`src/logic/agpc_pkg.sv`:
```
// Package: register map, field layout and reset values of the gain/power config bank
//
// Contract
// - Power mode is a two-bit field at bits 1:0 resetting to 10b; 00b very-low-power, 01b low-power, 1xb high-resolution.
// - Channel 3 gain is the three-bit field at bits 14:12, reset 000b, codes 0..7 giving gain 1 to 128 by doubling.
// - Channel 2 gain is the three-bit field at bits 10:8, reset 000b, same doubling map.
// - Channel 1 gain is the three-bit field at bits 6:4, reset 000b, same doubling map.
// - Channel 0 gain is the three-bit field at bits 2:0, reset 000b, same doubling map.
// - The gain register sits at index 4h, resets to 0000h, and the host writes zero into bits 15, 11, 7 and 3.
// - Index 5h is a fully reserved sixteen-bit register resetting to 0000h that the host only writes with zero.
// - The converter config register sits at index 6h, resets to 0600h, and holds chop delay, chop enable, detect fields.
// - The power mode field lives in the clock-config register at index 3h, which resets to 0F0Eh.
package agpc_pkg;
  // ==========================================================
  // Register indices; byte address is four times the index
  localparam logic [3:0] IDX_CLOCK_CONFIG = 4'h3;
  localparam logic [3:0] IDX_GAIN = 4'h4;
  localparam logic [3:0] IDX_RESERVED = 4'h5;
  localparam logic [3:0] IDX_CONV_CONFIG = 4'h6;
  localparam int ADDR_LSB = 2;
  localparam int REG_W = 16;
  // ==========================================================
  // Reset values
  localparam logic [15:0] RST_CLOCK_CONFIG = 16'h0f0e;
  localparam logic [15:0] RST_GAIN = 16'h0000;
  localparam logic [15:0] RST_RESERVED = 16'h0000;
  localparam logic [15:0] RST_CONV_CONFIG = 16'h0600;
  // ==========================================================
  // Writable masks; clock-config bits 15:12 always read zero
  localparam logic [15:0] WMASK_CLOCK_CONFIG = 16'h0fff;
  localparam logic [15:0] WMASK_FULL = 16'hffff;
  // ==========================================================
  // Field positions
  localparam int PWR_LSB = 0;
  localparam int CH0_GAIN_LSB = 0;
  localparam int CH1_GAIN_LSB = 4;
  localparam int CH2_GAIN_LSB = 8;
  localparam int CH3_GAIN_LSB = 12;
  localparam int GAIN_STRIDE = 4;
  localparam int CHOP_DLY_LSB = 9;
  localparam int CHOP_EN_BIT = 8;
  localparam int DET_ALL_BIT = 7;
  localparam int DET_NUM_LSB = 4;
  localparam int DET_LEN_LSB = 1;
  localparam int DET_EN_BIT = 0;
  // ==========================================================
  // Power modes, one-hot decoded
  typedef enum logic [2:0] {
    AGPC_PWR_VLP = 3'h1,
    AGPC_PWR_LP = 3'h2,
    AGPC_PWR_HR = 3'h4
  } agpc_pwr_t;
  localparam logic [1:0] PWR_CODE_VLP = 2'h0;
  localparam logic [1:0] PWR_CODE_LP = 2'h1;
endpackage

```
`src/logic/agpc_regs.sv`:
```
// APB register bank for power mode, channel gains, reserved word and converter config
`timescale 1ns/1ps
`default_nettype none
module agpc_regs #(
  parameter int NUM_CH = 4
) (
  input wire logic pclk,
  input wire logic presetn,
  input wire logic psel,
  input wire logic penable,
  input wire logic pwrite,
  input wire logic [7:0] paddr,
  input wire logic [31:0] pwdata,
  input wire logic [3:0] pstrb,
  output logic [31:0] prdata,
  output logic pready,
  output logic pslverr,
  output logic [2:0] power_mode,
  output logic [8*NUM_CH-1:0] ch_gain_factor,
  output logic [3:0] chop_delay_select,
  output logic chop_enable,
  output logic detect_all_channels,
  output logic [2:0] detect_threshold_count,
  output logic [2:0] detect_measure_length,
  output logic current_detect_enable
);
  // Elaboration check: the gain register has room for exactly four channel fields
  if (NUM_CH != 4) begin : gen_bad_num_ch
    $error("agpc_regs supports exactly four channels");
  end

  // ==========================================================
  // Storage and decode
  logic [15:0] clock_config;
  logic [15:0] channel_gain_select;
  logic [15:0] reserved_word;
  logic [15:0] converter_config;
  logic wr_en;
  logic addr_ok;
  logic [3:0] idx;
  logic [15:0] wlane;

  // Byte enables on the two low lanes steer which halves update
  function automatic logic [15:0] merge(input logic [15:0] old, input logic [15:0] wd,
                                        input logic [1:0] be, input logic [15:0] wm);
    logic [15:0] r;
    r = old;
    if (be[0]) begin
      r[7:0] = wd[7:0];
    end
    if (be[1]) begin
      r[15:8] = wd[15:8];
    end
    merge = r & wm;
  endfunction

  // Gain code to linear factor: each step doubles
  function automatic logic [7:0] gain_of(input logic [2:0] code);
    gain_of = 8'h01 << code;
  endfunction

  localparam int ADDR_LSB_W = agpc_pkg::ADDR_LSB;
  assign idx = paddr[ADDR_LSB_W+3:ADDR_LSB_W];
  // Unmapped or misaligned access answers with an error, never stores
  assign addr_ok = (paddr[1:0] == 2'h0) && (paddr[7:6] == 2'h0) &&
                   ((idx == agpc_pkg::IDX_CLOCK_CONFIG) || (idx == agpc_pkg::IDX_GAIN) ||
                    (idx == agpc_pkg::IDX_RESERVED) || (idx == agpc_pkg::IDX_CONV_CONFIG));
  assign wr_en = psel && penable && pwrite && addr_ok;
  assign wlane = pwdata[15:0];

  // ==========================================================
  // Register writes; the access phase is always one cycle, so a write lands at its only edge
  always_ff @(posedge pclk or negedge presetn) begin
    if (!presetn) begin
      clock_config <= agpc_pkg::RST_CLOCK_CONFIG;
    end else if (wr_en && idx == agpc_pkg::IDX_CLOCK_CONFIG) begin
      clock_config <= merge(clock_config, wlane, pstrb[1:0], agpc_pkg::WMASK_CLOCK_CONFIG);
    end
  end

  always_ff @(posedge pclk or negedge presetn) begin
    if (!presetn) begin
      channel_gain_select <= agpc_pkg::RST_GAIN;
    end else if (wr_en && idx == agpc_pkg::IDX_GAIN) begin
      // Reserved bits are stored as written; the host keeps them zero
      channel_gain_select <= merge(channel_gain_select, wlane, pstrb[1:0],
                                   agpc_pkg::WMASK_FULL);
    end
  end

  always_ff @(posedge pclk or negedge presetn) begin
    if (!presetn) begin
      reserved_word <= agpc_pkg::RST_RESERVED;
    end else if (wr_en && idx == agpc_pkg::IDX_RESERVED) begin
      reserved_word <= merge(reserved_word, wlane, pstrb[1:0], agpc_pkg::WMASK_FULL);
    end
  end

  always_ff @(posedge pclk or negedge presetn) begin
    if (!presetn) begin
      converter_config <= agpc_pkg::RST_CONV_CONFIG;
    end else if (wr_en && idx == agpc_pkg::IDX_CONV_CONFIG) begin
      converter_config <= merge(converter_config, wlane, pstrb[1:0],
                                agpc_pkg::WMASK_FULL);
    end
  end

  // ==========================================================
  // Bus answer: registered read data, ready and error, no wait states
  logic [15:0] next_rd;
  always_comb begin
    case (idx)
      agpc_pkg::IDX_CLOCK_CONFIG: next_rd = clock_config;
      agpc_pkg::IDX_GAIN: next_rd = channel_gain_select;
      agpc_pkg::IDX_RESERVED: next_rd = reserved_word;
      agpc_pkg::IDX_CONV_CONFIG: next_rd = converter_config;
      default: next_rd = 16'h0000;
    endcase
  end

  // Ready is raised at the start of the access phase, one cycle after setup, so all outputs stay registered
  always_ff @(posedge pclk or negedge presetn) begin
    if (!presetn) begin
      pready <= 1'b0;
      pslverr <= 1'b0;
      prdata <= 32'h0000_0000;
    end else if (psel && !penable) begin
      pready <= 1'b1;
      pslverr <= !addr_ok;
      prdata <= (addr_ok && !pwrite) ? {16'h0000, next_rd} : 32'h0000_0000;
    end else begin
      pready <= 1'b0;
      pslverr <= 1'b0;
      prdata <= 32'h0000_0000;
    end
  end

  // ==========================================================
  // Decoded controls; registered so every output comes from a flop
  always_ff @(posedge pclk or negedge presetn) begin
    if (!presetn) begin
      power_mode <= agpc_pkg::AGPC_PWR_HR;
    end else begin
      case (clock_config[agpc_pkg::PWR_LSB +: 2])
        agpc_pkg::PWR_CODE_VLP: power_mode <= agpc_pkg::AGPC_PWR_VLP;
        agpc_pkg::PWR_CODE_LP: power_mode <= agpc_pkg::AGPC_PWR_LP;
        default: power_mode <= agpc_pkg::AGPC_PWR_HR;
      endcase
    end
  end

  genvar g;
  generate
    for (g = 0; g < NUM_CH; g = g + 1) begin : gen_gain
      always_ff @(posedge pclk or negedge presetn) begin
        if (!presetn) begin
          ch_gain_factor[8*g +: 8] <= 8'h01 << agpc_pkg::RST_GAIN[agpc_pkg::GAIN_STRIDE*g +: 3];
        end else begin
          ch_gain_factor[8*g +: 8] <= gain_of(channel_gain_select[agpc_pkg::GAIN_STRIDE*g +: 3]);
        end
      end
    end
  endgenerate

  always_ff @(posedge pclk or negedge presetn) begin
    if (!presetn) begin
      // Reset copies come from the register's own reset word so the two never disagree
      chop_delay_select <= agpc_pkg::RST_CONV_CONFIG[agpc_pkg::CHOP_DLY_LSB +: 4];
      chop_enable <= agpc_pkg::RST_CONV_CONFIG[agpc_pkg::CHOP_EN_BIT];
      detect_all_channels <= agpc_pkg::RST_CONV_CONFIG[agpc_pkg::DET_ALL_BIT];
      detect_threshold_count <= agpc_pkg::RST_CONV_CONFIG[agpc_pkg::DET_NUM_LSB +: 3];
      detect_measure_length <= agpc_pkg::RST_CONV_CONFIG[agpc_pkg::DET_LEN_LSB +: 3];
      current_detect_enable <= agpc_pkg::RST_CONV_CONFIG[agpc_pkg::DET_EN_BIT];
    end else begin
      chop_delay_select <= converter_config[agpc_pkg::CHOP_DLY_LSB +: 4];
      chop_enable <= converter_config[agpc_pkg::CHOP_EN_BIT];
      detect_all_channels <= converter_config[agpc_pkg::DET_ALL_BIT];
      detect_threshold_count <= converter_config[agpc_pkg::DET_NUM_LSB +: 3];
      detect_measure_length <= converter_config[agpc_pkg::DET_LEN_LSB +: 3];
      current_detect_enable <= converter_config[agpc_pkg::DET_EN_BIT];
    end
  end
endmodule
`default_nettype wire

```
`config.mk`:
```
export PLATFORM = sky130hd
export DESIGN_NAME = agpc_regs
export DESIGN_NICKNAME = d
export VERILOG_FILES = /design/src/logic/agpc_pkg.sv /design/src/logic/agpc_regs.sv
export SDC_FILE = /design/constraint.sdc
export NUM_CORES = 1
export LEC_CHECK = 0
export BUFFER_PORTS_ARGS = -buffer_cell sky130_fd_sc_hd__buf_2
export CAP_MARGIN = 25
export CORE_AREA = 2 2 124 96
export CTS_CLUSTER_DIAMETER = 80
export DETAILED_ROUTE_END_ITERATION = 6
export DIE_AREA = 0 0 126 98
export PLACE_DENSITY = 0.75
export SETUP_SLACK_MARGIN = 0.15
export SLEW_MARGIN = 20
export SYNTH_ARGS = -nofsm -noshare
export SYNTH_HDL_FRONTEND = slang
export SYNTH_SLANG_ARGS = --single-unit
```
`constraint.sdc`:
```
create_clock -name pclk -period 1 [get_ports pclk]
set_input_delay 0.2 -clock pclk [delete_from_list [all_inputs] [get_ports pclk]]
set_output_delay 0.2 -clock pclk [all_outputs]
set_load 0.1 [all_outputs]
```
* Word level (Yosys, flattened, before mapping)
Cells that the tools add are included.
** Word-level totals
- Memory bits (writable) :: 0
- ROM bits :: 0
- Memories kept :: 0
- Register bits :: 142
- Logic and storage cells :: 65
- Output and inout bits :: 82
- Bits of input ports :: 49
- Latch bits :: 0
** Cells by class
- Reduce and logical (&&, ||, !) cells :: 28
- Multiplexer cells :: 6
- Equal/unequal tests :: 5
- Add/sub/neg operators :: 0
- Div/mod/pow operators :: 0
- Magnitude comparators :: 0
- Shift operators :: 4
- Bitwise gates (word level) :: 0
- Multiply operators :: 0
** Operators with widths (number)
- $pmux W16 S4 :: 1
- $mux W16 :: 2
- $shl A1 B3 Y8 const A :: 4
- $reduce_and A2 Y1 :: 8
- $eq A4 B3 Y1 const B :: 3
- $logic_and A1 B1 Y1 :: 11
- $logic_not A2 Y1 :: 3
- $pmux W3 S2 :: 1
- $eq A4 B2 Y1 const B :: 1
- $logic_not A1 Y1 :: 3
- $logic_or A1 B1 Y1 :: 3
- $eq A2 B1 Y1 const B :: 1
- $mux W1 :: 2

* Logic depth before layout (Yosys ltp)
Gate-level depths: netlist of the first run.
- Depth after elaboration :: 8
- Gate-level depth with buffers :: 5

* Least setup slack after synthesis of the first run
Ideal clock, no wire load.
- Path type :: input to register
- From :: in paddr[1]
- To :: reg converter_config[0]
- Path buffers :: 1
- Setup time :: 0.125 ns
- Slack :: -0.845 ns
- Arrival :: 1.720 ns
- Stages on the path :: 4
- Path through :: or4_1 -> buf_2 -> nor4_4 -> mux2_2
** On the way
- Word-level cells in the longest chain between the ends :: 6
** Ends and longest elaborated chain
- from (decl) :: line agpc_regs.sv:12 : input wire logic [7:0] paddr,
- $logic_not A2 Y1 :: line agpc_regs.sv:65 : assign addr_ok = (paddr[1:0] == 2'h0) && (paddr[7:6] == 2'h0) &&
- $logic_and A1 B1 Y1 (2 in series) :: line agpc_regs.sv:65
- $logic_and A1 B1 Y1 :: line agpc_regs.sv:68 : assign wr_en = psel && penable && pwrite && addr_ok;
- $logic_and A1 B1 Y1 :: line agpc_regs.sv:102 : end else if (wr_en && idx == agpc_pkg::IDX_CONV_CONFIG) begin
- $reduce_and A2 Y1 (no line)
- to (signal assigned) :: line agpc_regs.sv:101 : converter_config <= agpc_pkg::RST_CONV_CONFIG;
- to (signal assigned) :: line agpc_regs.sv:103 : converter_config <= merge(converter_config, wlane, pstrb[1:0],
- to (decl) :: line agpc_regs.sv:37 : logic [15:0] converter_config;
Every way passes these cells.
A chain may end at the register's enable or synchronous reset.

* Worst setup path in the final report of the first run
- From :: in paddr[1]
- To :: reg channel_gain_select[10]
** On the way
- Word-level cells in the longest chain between the ends :: 6
** Ends and longest elaborated chain
- $logic_not A2 Y1 :: line agpc_regs.sv:65
- $logic_and A1 B1 Y1 (2 in series) :: line agpc_regs.sv:65
- $logic_and A1 B1 Y1 :: line agpc_regs.sv:68
- $logic_and A1 B1 Y1 :: line agpc_regs.sv:84 : end else if (wr_en && idx == agpc_pkg::IDX_GAIN) begin
- $reduce_and A2 Y1 (no line)
- to (signal assigned) :: line agpc_regs.sv:83 : channel_gain_select <= agpc_pkg::RST_GAIN;
- to (signal assigned) :: line agpc_regs.sv:86 : channel_gain_select <= merge(channel_gain_select, wlane, pstrb[1:0],
- to (decl) :: line agpc_regs.sv:35 : logic [15:0] channel_gain_select;
Every way passes these cells.

==> impl_results.md, run 1 <==
- Peak VDD IR: 1.368 mV
- Seq/Total Area, Yosys: 60.96%
- Max Cap Viol: 0
- Fin. Hold Viols: 0
- Worst Reg-to-Reg Cells: 3
- Clock sinks: 126
- DP Worst Slack: -0.9142 ns
- First-pass GRT wire length: 21.38 mm
- Final period util: 144.4%
- Post-Route WL: 13.93 mm
- Initial core utilization: 46.35%
- # setup viols final: 142
- Total CTS buffers: 17
- Die area: 12350 sq um
- Initial antenna violation count: 0
- Startpoint class of the critical path: input pin
- # H-tree levels: 4
- Remaining DRCs: 0
- Crit path DAT: 1.74 ns
- Pre-antenna DRT Iters: 4
- CTS clk-pin slew, worst paths: 0.06 ns
- Slew Limit Fails: 0
- Clock Latency Late Sink: 0.42 ns
- Commonest non-fill, non-tap cells in the layout: buf_12 (72), dfrtp_2 (59), dfrtp_1 (51), buf_4 (42), mux2_2 (38)
- Hold Crit Depth: 2
- Net Sw Frac: 24.37%
- Internal power: 9.554 mW
- Chip height: 98 microns
- Max Freq: 692.6 MHz
- Port bufs: 96
- Grt ovf: 0
- Max Fanout on Critical Path: 8
- Crit path kind: in2reg
- PnR Total Power: 12.63 mW
- Final worst path period need: 1.444 ns
- Via density: 5.337
- Yosys reg bits: 126
- FILL cells: 597
- Largest net degree at the start of global routing: 39
- Hold_sp: penable
- DR vias: 3720
- # diodes: 0
- Worst hold endpoint: pready
- CTS tree: done
- Num ports: 131
- Number of core rows: 34
- Die X: 126 microns
- Avg Inst Size Synth: 13.59 sq um
- Final #Nets: 589
- Min Hold Slack: 0.04026 ns
- Layout cells sized above 1: 71.61%
- Area Growth Syn to Fin: 64.93%
- Vias in the first global route: 3963
- Status: finished with violations
- Synth warnings: 0
- Setup ws final: -0.4439 ns
- Synth unique cells: 35
- Logic pwr share: 8.7%
- Sequential power share: 41.0%
- Worst Setup SP: paddr[1]
- Failing checks: setup timing
- Pleak: 4.039 nW
- CTS Buffer Depth: 2
- Core ar.: 11230 sq um
- Clk_skew: 0.007373 ns
- WL/cell: 19.99 microns
- DP Cell Count: 650
- Hold Path Class: in2reg
- DP Wirelength: 8.287 mm
- CP required: 1.29 ns
- Clock share of power: 50.3%
- Final std cells w/o fill: 697
- Routed Antenna Nets: 0
- Most common cell after layout, fill and taps aside: buf_12
- Mapped cell area: 5205 sq um
- Root buf cell: clkbuf_16
- Placer Congestion: 0.8083
- Reg-to-reg startpoint: converter_config[6]
- Total track usage: 22.46%
- P_sw: 3.079 mW
- Synth Instances: 383
- Crit. End Element: flip-flop
- Drt first-iter violations: 193
- Cell area power density: 1472 nW/um^2
- RSZ-0062 raised after global routing: yes
- RR Endpoint: prdata[6]
- R2R setup slack: -0.07 ns
[flip-flops by register name (all words and copies together), names as in the netlist, 3 cells and up]
signal	flops
converter_config	16
clock_config	12
power_mode	3
prdata	16
reserved_word	16
channel_gain_select	16
detect_measure_length	3
ch_gain_factor	32
chop_delay_select	4
detect_threshold_count	3
[cell families (layout without fill, tap and decap cells)]
logic type | Yosys count | after routing | share of synthesized area [%]
buffers and inverters | 45 | 200 | 4.447
AOI/OAI and AO/OA | 32 | 32 | 3.510
DFF | 126 | 126 | 60.96
and+or+nand+nor | 103 | 103 | 14.66
muxes | 76 | 76 | 16.35
other | 1 | 16 | 0.07205
[timing repair]
item,4_1_cts,5_1_grt
hold buffers,1,0
hold endpoints to repair,111,0
pin swaps,12,11
buffers inserted,6,8
setup endpoints to repair,158,169
gates resized for setup,58,33
[per-stage QoR]
step / utilization (%) / setup TNS (ns) / area [sq um]
final: 76.44 / -36.36 / 8584
after global routing: 76.44 / -40.30 / 8584
after CTS: 74.50 / -34.93 / 8367
after detailed placement: 66.37 / -55.42 / 7453
after global placement: 66.37 / -52.49 / 7453
after floorplan: - / -42.64 / 5565
[worst max path at each step]
stage	endpoint	depth (start not counted)
final	channel_gain_select[10]	6
after global routing	channel_gain_select[13]	6
after CTS	channel_gain_select[6]	5
after detailed placement	converter_config[0]	5
after global placement	converter_config[3]	5
after floorplan	converter_config[0]	4
[layout make-up]
| class | instances | area, sq um | area share (%) |
|---|---|---|---|
| Clock buffer | 19 | 452.9 | 5.276 |
| Clock inverter | 13 | 163.9 | 1.909 |
| Inverter | 2 | 7.507 | 0.08745 |
| Multi-Input combinational cell | 227 | 2288 | 26.66 |
| Sequential cell | 126 | 3273 | 38.13 |
| Tap cell | 144 | 180.2 | 2.099 |
| Timing Repair Buffer | 166 | 2218 | 25.84 |
[worst max-delay path, cell delays in order]
cell	delay, ns
buf_6	0.09
or4_4	0.59
buf_12	0.16
nor4_4	0.19
buf_12	0.19
mux2_4	0.31
[cell usage after synthesis]
library cell    n  area share (%)
dfrtp_1       110              53
nor3b_1        13             1.9
nand2b_1        1            0.12
buf_4          16             2.3
a2bb2oi_1       4            0.67
and3_1          5            0.60
a21boi_0        1            0.14
a21oi_1        12             1.2
mux2_2         71              15
nand3_1         1           0.096
o21ai_0        13             1.2
nor2_1          7            0.50
nor4_1          1            0.12
nor4bb_1        2            0.38
o21a_1          1            0.14
nor4_4          4             1.6
mux2_1          1            0.22
or4bb_1         1            0.22
inv_1           2            0.14
dfstp_2        16             8.1
and3b_1        31             5.2
or4b_2          1            0.19
nor4b_1         1            0.17
or4_1           1            0.14
nand2_1        18             1.3
buf_2           2            0.19
o211ai_1        1            0.14
clkbuf_1       24             1.7
nand4_2         3            0.72
nor3_1          8            0.77
conb_1          1           0.072
nand4_1         1            0.12
nor2b_1         4            0.48
mux2i_1         4            0.77
buf_1           1           0.072
[power by group through the flow]
stage | Clock (mW) | Combinational (mW) | Sequential, mW
after floorplan | 0 | 0.501 | 5.38
after global placement | 0 | 0.975 | 5.26
after detailed placement | 0 | 0.996 | 5.26
after CTS | 6.40 | 1.06 | 5.18
after global routing | 6.65 | 1.16 | 5.18
final | 6.35 | 1.10 | 5.18
[per-layer routing]
metal	part of all wire (%)	global-route usage (%)	routed length [microns]
met5	0	0	0
met1	40	29.01	5632
met4	2.1	8.030	288
met2	50	36.15	7013
met3	7.2	6.959	998
Power figures use the tool's default switching activity.
==> run 2: changes to the inputs <==
--- a/config.mk
+++ b/config.mk
@@ -7,11 +7,12 @@
 export LEC_CHECK = 0
 export BUFFER_PORTS_ARGS = -buffer_cell sky130_fd_sc_hd__buf_2
 export CAP_MARGIN = 25
-export CORE_AREA = 2 2 124 96
+export CORE_AREA = 2 2 121 94
+export CTS_BUF_LIST = sky130_fd_sc_hd__clkbuf_8
 export CTS_CLUSTER_DIAMETER = 80
 export DETAILED_ROUTE_END_ITERATION = 6
-export DIE_AREA = 0 0 126 98
-export PLACE_DENSITY = 0.75
+export DIE_AREA = 0 0 123 96
+export PLACE_DENSITY = 0.78
 export SETUP_SLACK_MARGIN = 0.15
 export SLEW_MARGIN = 20
 export SYNTH_ARGS = -nofsm -noshare
==> impl_results.md, run 2 (synthesis results as in run 1) <==
- Via density: 5.793
- Status: finished with violations
- CTS clk-pin slew, worst paths: 0.08 ns
- CTS Buffer Depth: 2
- Pre-antenna DRT Iters: 4
- WL met2: 8.842 mm
- Vias in the first global route: 4193
- Failing checks: setup timing
- First-pass GRT wire length: 23.90 mm
- DR vias: 4049
- Pleak: 4.072 nW
- Final period util: 147.5%
- Fin. Hold Viols: 0
- Critical path, cell by cell: buf_8 -> buf_6 -> buf_6 -> buf_6 -> buf_8 -> nor4bb_4 -> buf_4 -> nand4_4 -> mux2_4
- Initial antenna violation count: 0
- Grt ovf: 0
- Area Growth Syn to Fin: 65.72%
- Max Freq: 677.8 MHz
- RSZ-0062 raised after global routing: yes
- CTS tree: done
- Startpoint class of the critical path: input pin
- Final Cell Area: 8626 sq um
- Peak VDD IR: 0.9170 mV
- Max Cap Viol: 0
- FILL cells: 459
- # diodes: 0
- Drt first-iter violations: 305
- Crit path kind: in2reg
- Die area: 11810 sq um
- Total track usage: 28.09%
- Core ar.: 10650 sq um
- Chip height: 96 microns
- Cell area power density: 1272 nW/um^2
- Slowest CP cell: mux2_4
- Final core utilization: 80.97%
- CP max stage delay: 0.38 ns
- DP Wirelength: 8.540 mm
- Internal power: 8.014 mW
- P_sw: 2.955 mW
- Top sig layer: met4
- Initial core utilization: 48.86%
- Hold Crit Depth: 2
- Most flops, register: ch_gain_factor
- Commonest non-fill, non-tap cells in the layout: buf_12 (73), dfrtp_2 (60), dfrtp_1 (50), buf_4 (42)
- Most common cell after layout, fill and taps aside: buf_12
- DP Area: 7433 sq um
- Crit path DAT: 1.80 ns
- Port bufs: 96
- # H-tree levels: 4
- Routed met3 length: 1.205 mm
- Clock sinks: 126
- Max Fanout on Critical Path: 8
- # setup viols final: 143
- Largest net degree at the start of global routing: 44
- Worst Reg-to-Reg Cells: 3
- Post-Route WL: 17.79 mm
- Clock share of power: 41.8%
- Sequential power share: 47.2%
- Total CTS buffers: 17
- WL/cell: 25.45 microns
- Crit. End Element: flip-flop
- Remaining DRCs: 0
- Slew of the pin with the lowest slew margin: 0.5452 ns
- Layout cells sized above 1: 75.31%
- Logic pwr share: 11.0%
- Routed Antenna Nets: 0
- Slew Limit Fails: 0
- Met1 wire length: 7.036 mm
- Num ports: 131
- Final worst path period need: 1.475 ns
- Root buf cell: clkbuf_8
- Setup ws final: -0.4753 ns
- Die X: 123 microns
- Max-slew headroom: 63.66%
- Clk_skew: 0.01514 ns
- Hold Path Class: in2reg
- Placer Congestion: 0.8651
- CP required: 1.32 ns
- Net Sw Frac: 26.94%
- CP dominant cell by count: buf_6
- Max FFs per register: 32
- Final #Nets: 595
- Number of core rows: 33
- Clock Latency Late Sink: 0.45 ns
## run 2: changes by cell type in the layout (fill, tap and decap cells not counted), sizes merged
| cell | before | now |
|---|---|---|
| clkbuf | 20 | 18 |
| dlygate4sd3 | 1 | 2 |
| inv | 3 | 5 |
| buf | 164 | 170 |
| clkinv | 7 | 6 |
## run 2: repair_timing
action / in CTS / in global routing
hold endpoints to repair: 119 / 0
pin swaps: 16 / 27
buffers inserted: 13 / 7
gates resized for setup: 83 / 60
endpoints found under the setup margin: 165 / 171
hold buffers: 2 / 0
cloned: 1 / 0
## run 2: final timing paths
check | slack (ns) | from | endpoint
worst max-delay path | -0.48 | paddr[3] | reserved_word[13]
worst min-delay path | 0.03 | pwdata[15] | converter_config[15]
worst max register to register | -0.23 | converter_config[11] | prdata[11]
worst min register to register | 0.42 | converter_config[5] | detect_threshold_count[1]
max in group asynchronous | 0.39 | presetn | chop_delay_select[1]
min in group asynchronous | 0.32 | presetn | ch_gain_factor[4]
## run 2: cell type report
type | instances | area, sq um | area share [%]
multi-input cells | 227 | 2470 | 28.63
flip-flops and latches | 126 | 3274 | 37.96
inverters | 2 | 7.507 | 0.08703
repair buffers | 172 | 2297 | 26.63
clock buffers | 18 | 247.7 | 2.872
clock inverters | 14 | 153.9 | 1.784
well taps | 140 | 175.2 | 2.031
## run 2: power groups by stage
stage	clock network [mW]	logic [mW]	registers [mW]
6_report	4.59	1.21	5.17
5_1_grt	4.82	1.25	5.17
4_1_cts	4.47	1.10	5.17
3_5_place_dp	0	0.994	5.26
3_3_place_gp	0	0.971	5.26
2_1_floorplan	0	0.501	5.38
## run 2: routing by layer
layer | up-vias | track usage, %
li1 | 1644 | -
met4 | 0 | 14.30
met2 | 254 | 45.58
met1 | 2090 | 35.34
met5 | - | 0
met3 | 61 | 6.991
## run 2: stage by stage
stage,worst slack (ns),cells,hold WS [ns],setup TNS [ns],power (mW)
5_1_grt,-0.4864,699,0.02252,-49.02,11.24
6_report,-0.4753,699,0.03396,-46.28,10.97
2_1_floorplan,-0.8340,398,-0.09559,-42.64,5.881
4_1_cts,-0.4579,692,0.02926,-41.41,10.74
3_3_place_gp,-0.8731,644,0.2354,-56.46,6.232
3_5_place_dp,-0.9303,644,0.2399,-59.70,6.258
## run 2: critical path: cells and delay by family
kind,cells,cell delay [ns]
buffers and inverters,6,0.71
muxes,1,0.38
and+or+nand+nor,2,0.50
==> run 3: changes to the inputs <==
--- a/config.mk
+++ b/config.mk
@@ -13,6 +13,7 @@
 export DETAILED_ROUTE_END_ITERATION = 6
 export DIE_AREA = 0 0 123 96
 export PLACE_DENSITY = 0.78
+export RECOVER_POWER = 50
 export SETUP_SLACK_MARGIN = 0.15
 export SLEW_MARGIN = 20
 export SYNTH_ARGS = -nofsm -noshare
==> impl_results.md, run 3 (synthesis results as in run 1) <==
- Status: finished with violations
- Failing checks: setup timing
- Startpoint class of the critical path: input pin
- P_sw: 2.946 mW
- # H-tree levels: 4
- Via density: 5.808
- Pleak: 4.054 nW
- Total CTS buffers: 17
- First-pass GRT wire length: 23.90 mm
- Initial core utilization: 48.86%
- Drt first-iter violations: 350
- Clock Latency Late Sink: 0.45 ns
- Final worst path period need: 1.486 ns
- Final Cell Area: 8582 sq um
- Final period util: 148.6%
- FILL cells: 465
- DP Wirelength: 8.540 mm
- Crit. End Element: flip-flop
- Vias in the first global route: 4193
- Final #Nets: 595
- Max FFs per register: 32
- Sequential power share: 47.3%
- Peak VDD IR: 0.9143 mV
- RSZ-0062 raised after global routing: yes
- CTS clk-pin slew, worst paths: 0.08 ns
- Fin. Hold Viols: 0
- DP Area: 7433 sq um
- Max Cap Viol: 0
- Internal power: 7.994 mW
- M1 GR Usage: 35.34%
- Area Growth Syn to Fin: 64.88%
- Remaining DRCs: 0
- Slew Limit Fails: 0
- Pre-antenna DRT Iters: 5
- CP required: 1.32 ns
- Most common cell after layout, fill and taps aside: buf_12
- Slew of the pin with the lowest slew margin: 0.5591 ns
- Initial antenna violation count: 0
- Setup ws final: -0.4856 ns
- Sum Neg Setup Slack: -46.34 ns
- Largest net degree at the start of global routing: 44
- Max-slew headroom: 62.72%
- Total track usage: 28.09%
- PnR Total Power: 10.94 mW
- Root buf cell: clkbuf_8
- GR Util met3: 6.991%
- Min Hold Slack: 0.04511 ns
- Layout cells sized above 1: 75.13%
- Die X: 123 microns
- Num ports: 131
- CTS Buffer Depth: 2
- WL/cell: 25.48 microns
- Logic pwr share: 10.8%
- # diodes: 0
- Max Fanout on Critical Path: 8
- Clk_skew: 0.01736 ns
- Die area: 11810 sq um
- # setup viols final: 143
- Busiest grt layer: met2
- Grt ovf: 0
- Register area: 3274 sq um
- Core ar.: 10650 sq um
- Port bufs: 96
- Commonest non-fill, non-tap cells in the layout: buf_12 (70), dfrtp_2 (60), dfrtp_1 (50), buf_4 (42)
- CTS tree: done
- Net Sw Frac: 26.93%
- Number of core rows: 33
- Area of the multi-input gates: 2470 sq um
- Hold Path Class: in2reg
- Chip height: 96 microns
- Cell area power density: 1275 nW/um^2
- Crit path kind: in2reg
- Crit path DAT: 1.81 ns
- Clock sinks: 126
- Most flops, register: ch_gain_factor
- Routed Antenna Nets: 0
- Max Freq: 673.1 MHz
- Post-Route WL: 17.81 mm
- Placer Congestion: 0.8651
- DR vias: 4060
- GRT met2 Usage: 45.58%
- Clock share of power: 41.9%
## run 3: cell types whose count changed in the layout (fill, tap and decap cells not counted)
cell	previous run	this run
buf_12	73	70
clkbuf_1	0	1
clkbuf_2	0	1
clkbuf_4	0	1
## run 3: metrics by stage
step | setup WS (ns) | cells | utilization, %
2_1_floorplan | -0.8340 | 398 | -
3_3_place_gp | -0.8731 | 644 | 69.78
3_5_place_dp | -0.9303 | 644 | 69.78
4_1_cts | -0.4579 | 692 | 78.19
5_1_grt | -0.4864 | 699 | 80.56
6_report | -0.4856 | 699 | 80.56
## run 3: layer usage
metal  up-vias  routed length, microns
li1       1643                       -
met2       248                    8902
met1      2110                    6995
met5         -                       0
met3        59                    1231
met4         0                     685
## run 3: power groups by stage
| stage | Sequential [mW] | Clock (mW) | Combinational (mW) |
|---|---|---|---|
| after floorplan | 5.38 | 0 | 0.501 |
| after global placement | 5.26 | 0 | 0.971 |
| after detailed placement | 5.26 | 0 | 0.994 |
| after CTS | 5.17 | 4.47 | 1.10 |
| after global routing | 5.17 | 4.82 | 1.22 |
| final | 5.17 | 4.58 | 1.18 |
## run 3: path summary, 6_finish.rpt
| kind | from | to | slack [ns] | cells after the start |
|---|---|---|---|---|
| max in group asynchronous | presetn | ch_gain_factor[25] | 0.08 | 3 |
| max reg2reg | converter_config[11] | prdata[11] | -0.21 | 3 |
| min | pwdata[15] | converter_config[15] | 0.05 | 2 |
| min in group asynchronous | presetn | ch_gain_factor[6] | 0.44 | 3 |
| max | paddr[3] | reserved_word[13] | -0.49 | 9 |
| min reg2reg | converter_config[5] | detect_threshold_count[1] | 0.42 | 0 |
## run 3: area by class of cell
type / instances / area share [%]
clock buffer: 18 / 2.887
multi-input combinational: 227 / 28.78
tap: 140 / 2.041
timing repair buffer: 172 / 26.26
clock inverter: 14 / 1.793
inverter: 2 / 0.08748
sequential: 126 / 38.15
## run 3: timing repair
| item | CTS | global route |
|---|---|---|
| gates cloned | 1 | 0 |
| hold endpoints to repair | 119 | 0 |
| setup endpoints to repair | 165 | 171 |
| resized for setup | 83 | 60 |
| hold buffers | 2 | 0 |
| setup buffers | 13 | 7 |
| pin swaps | 16 | 27 |
## run 3: worst max-delay path: stages
cell and delay [ns]:
buf_8 0.10, buf_6 0.11, buf_6 0.10, buf_6 0.10, buf_8 0.12, nor4bb_4 0.28, buf_4 0.17, nand4_4 0.22
mux2_4 0.38
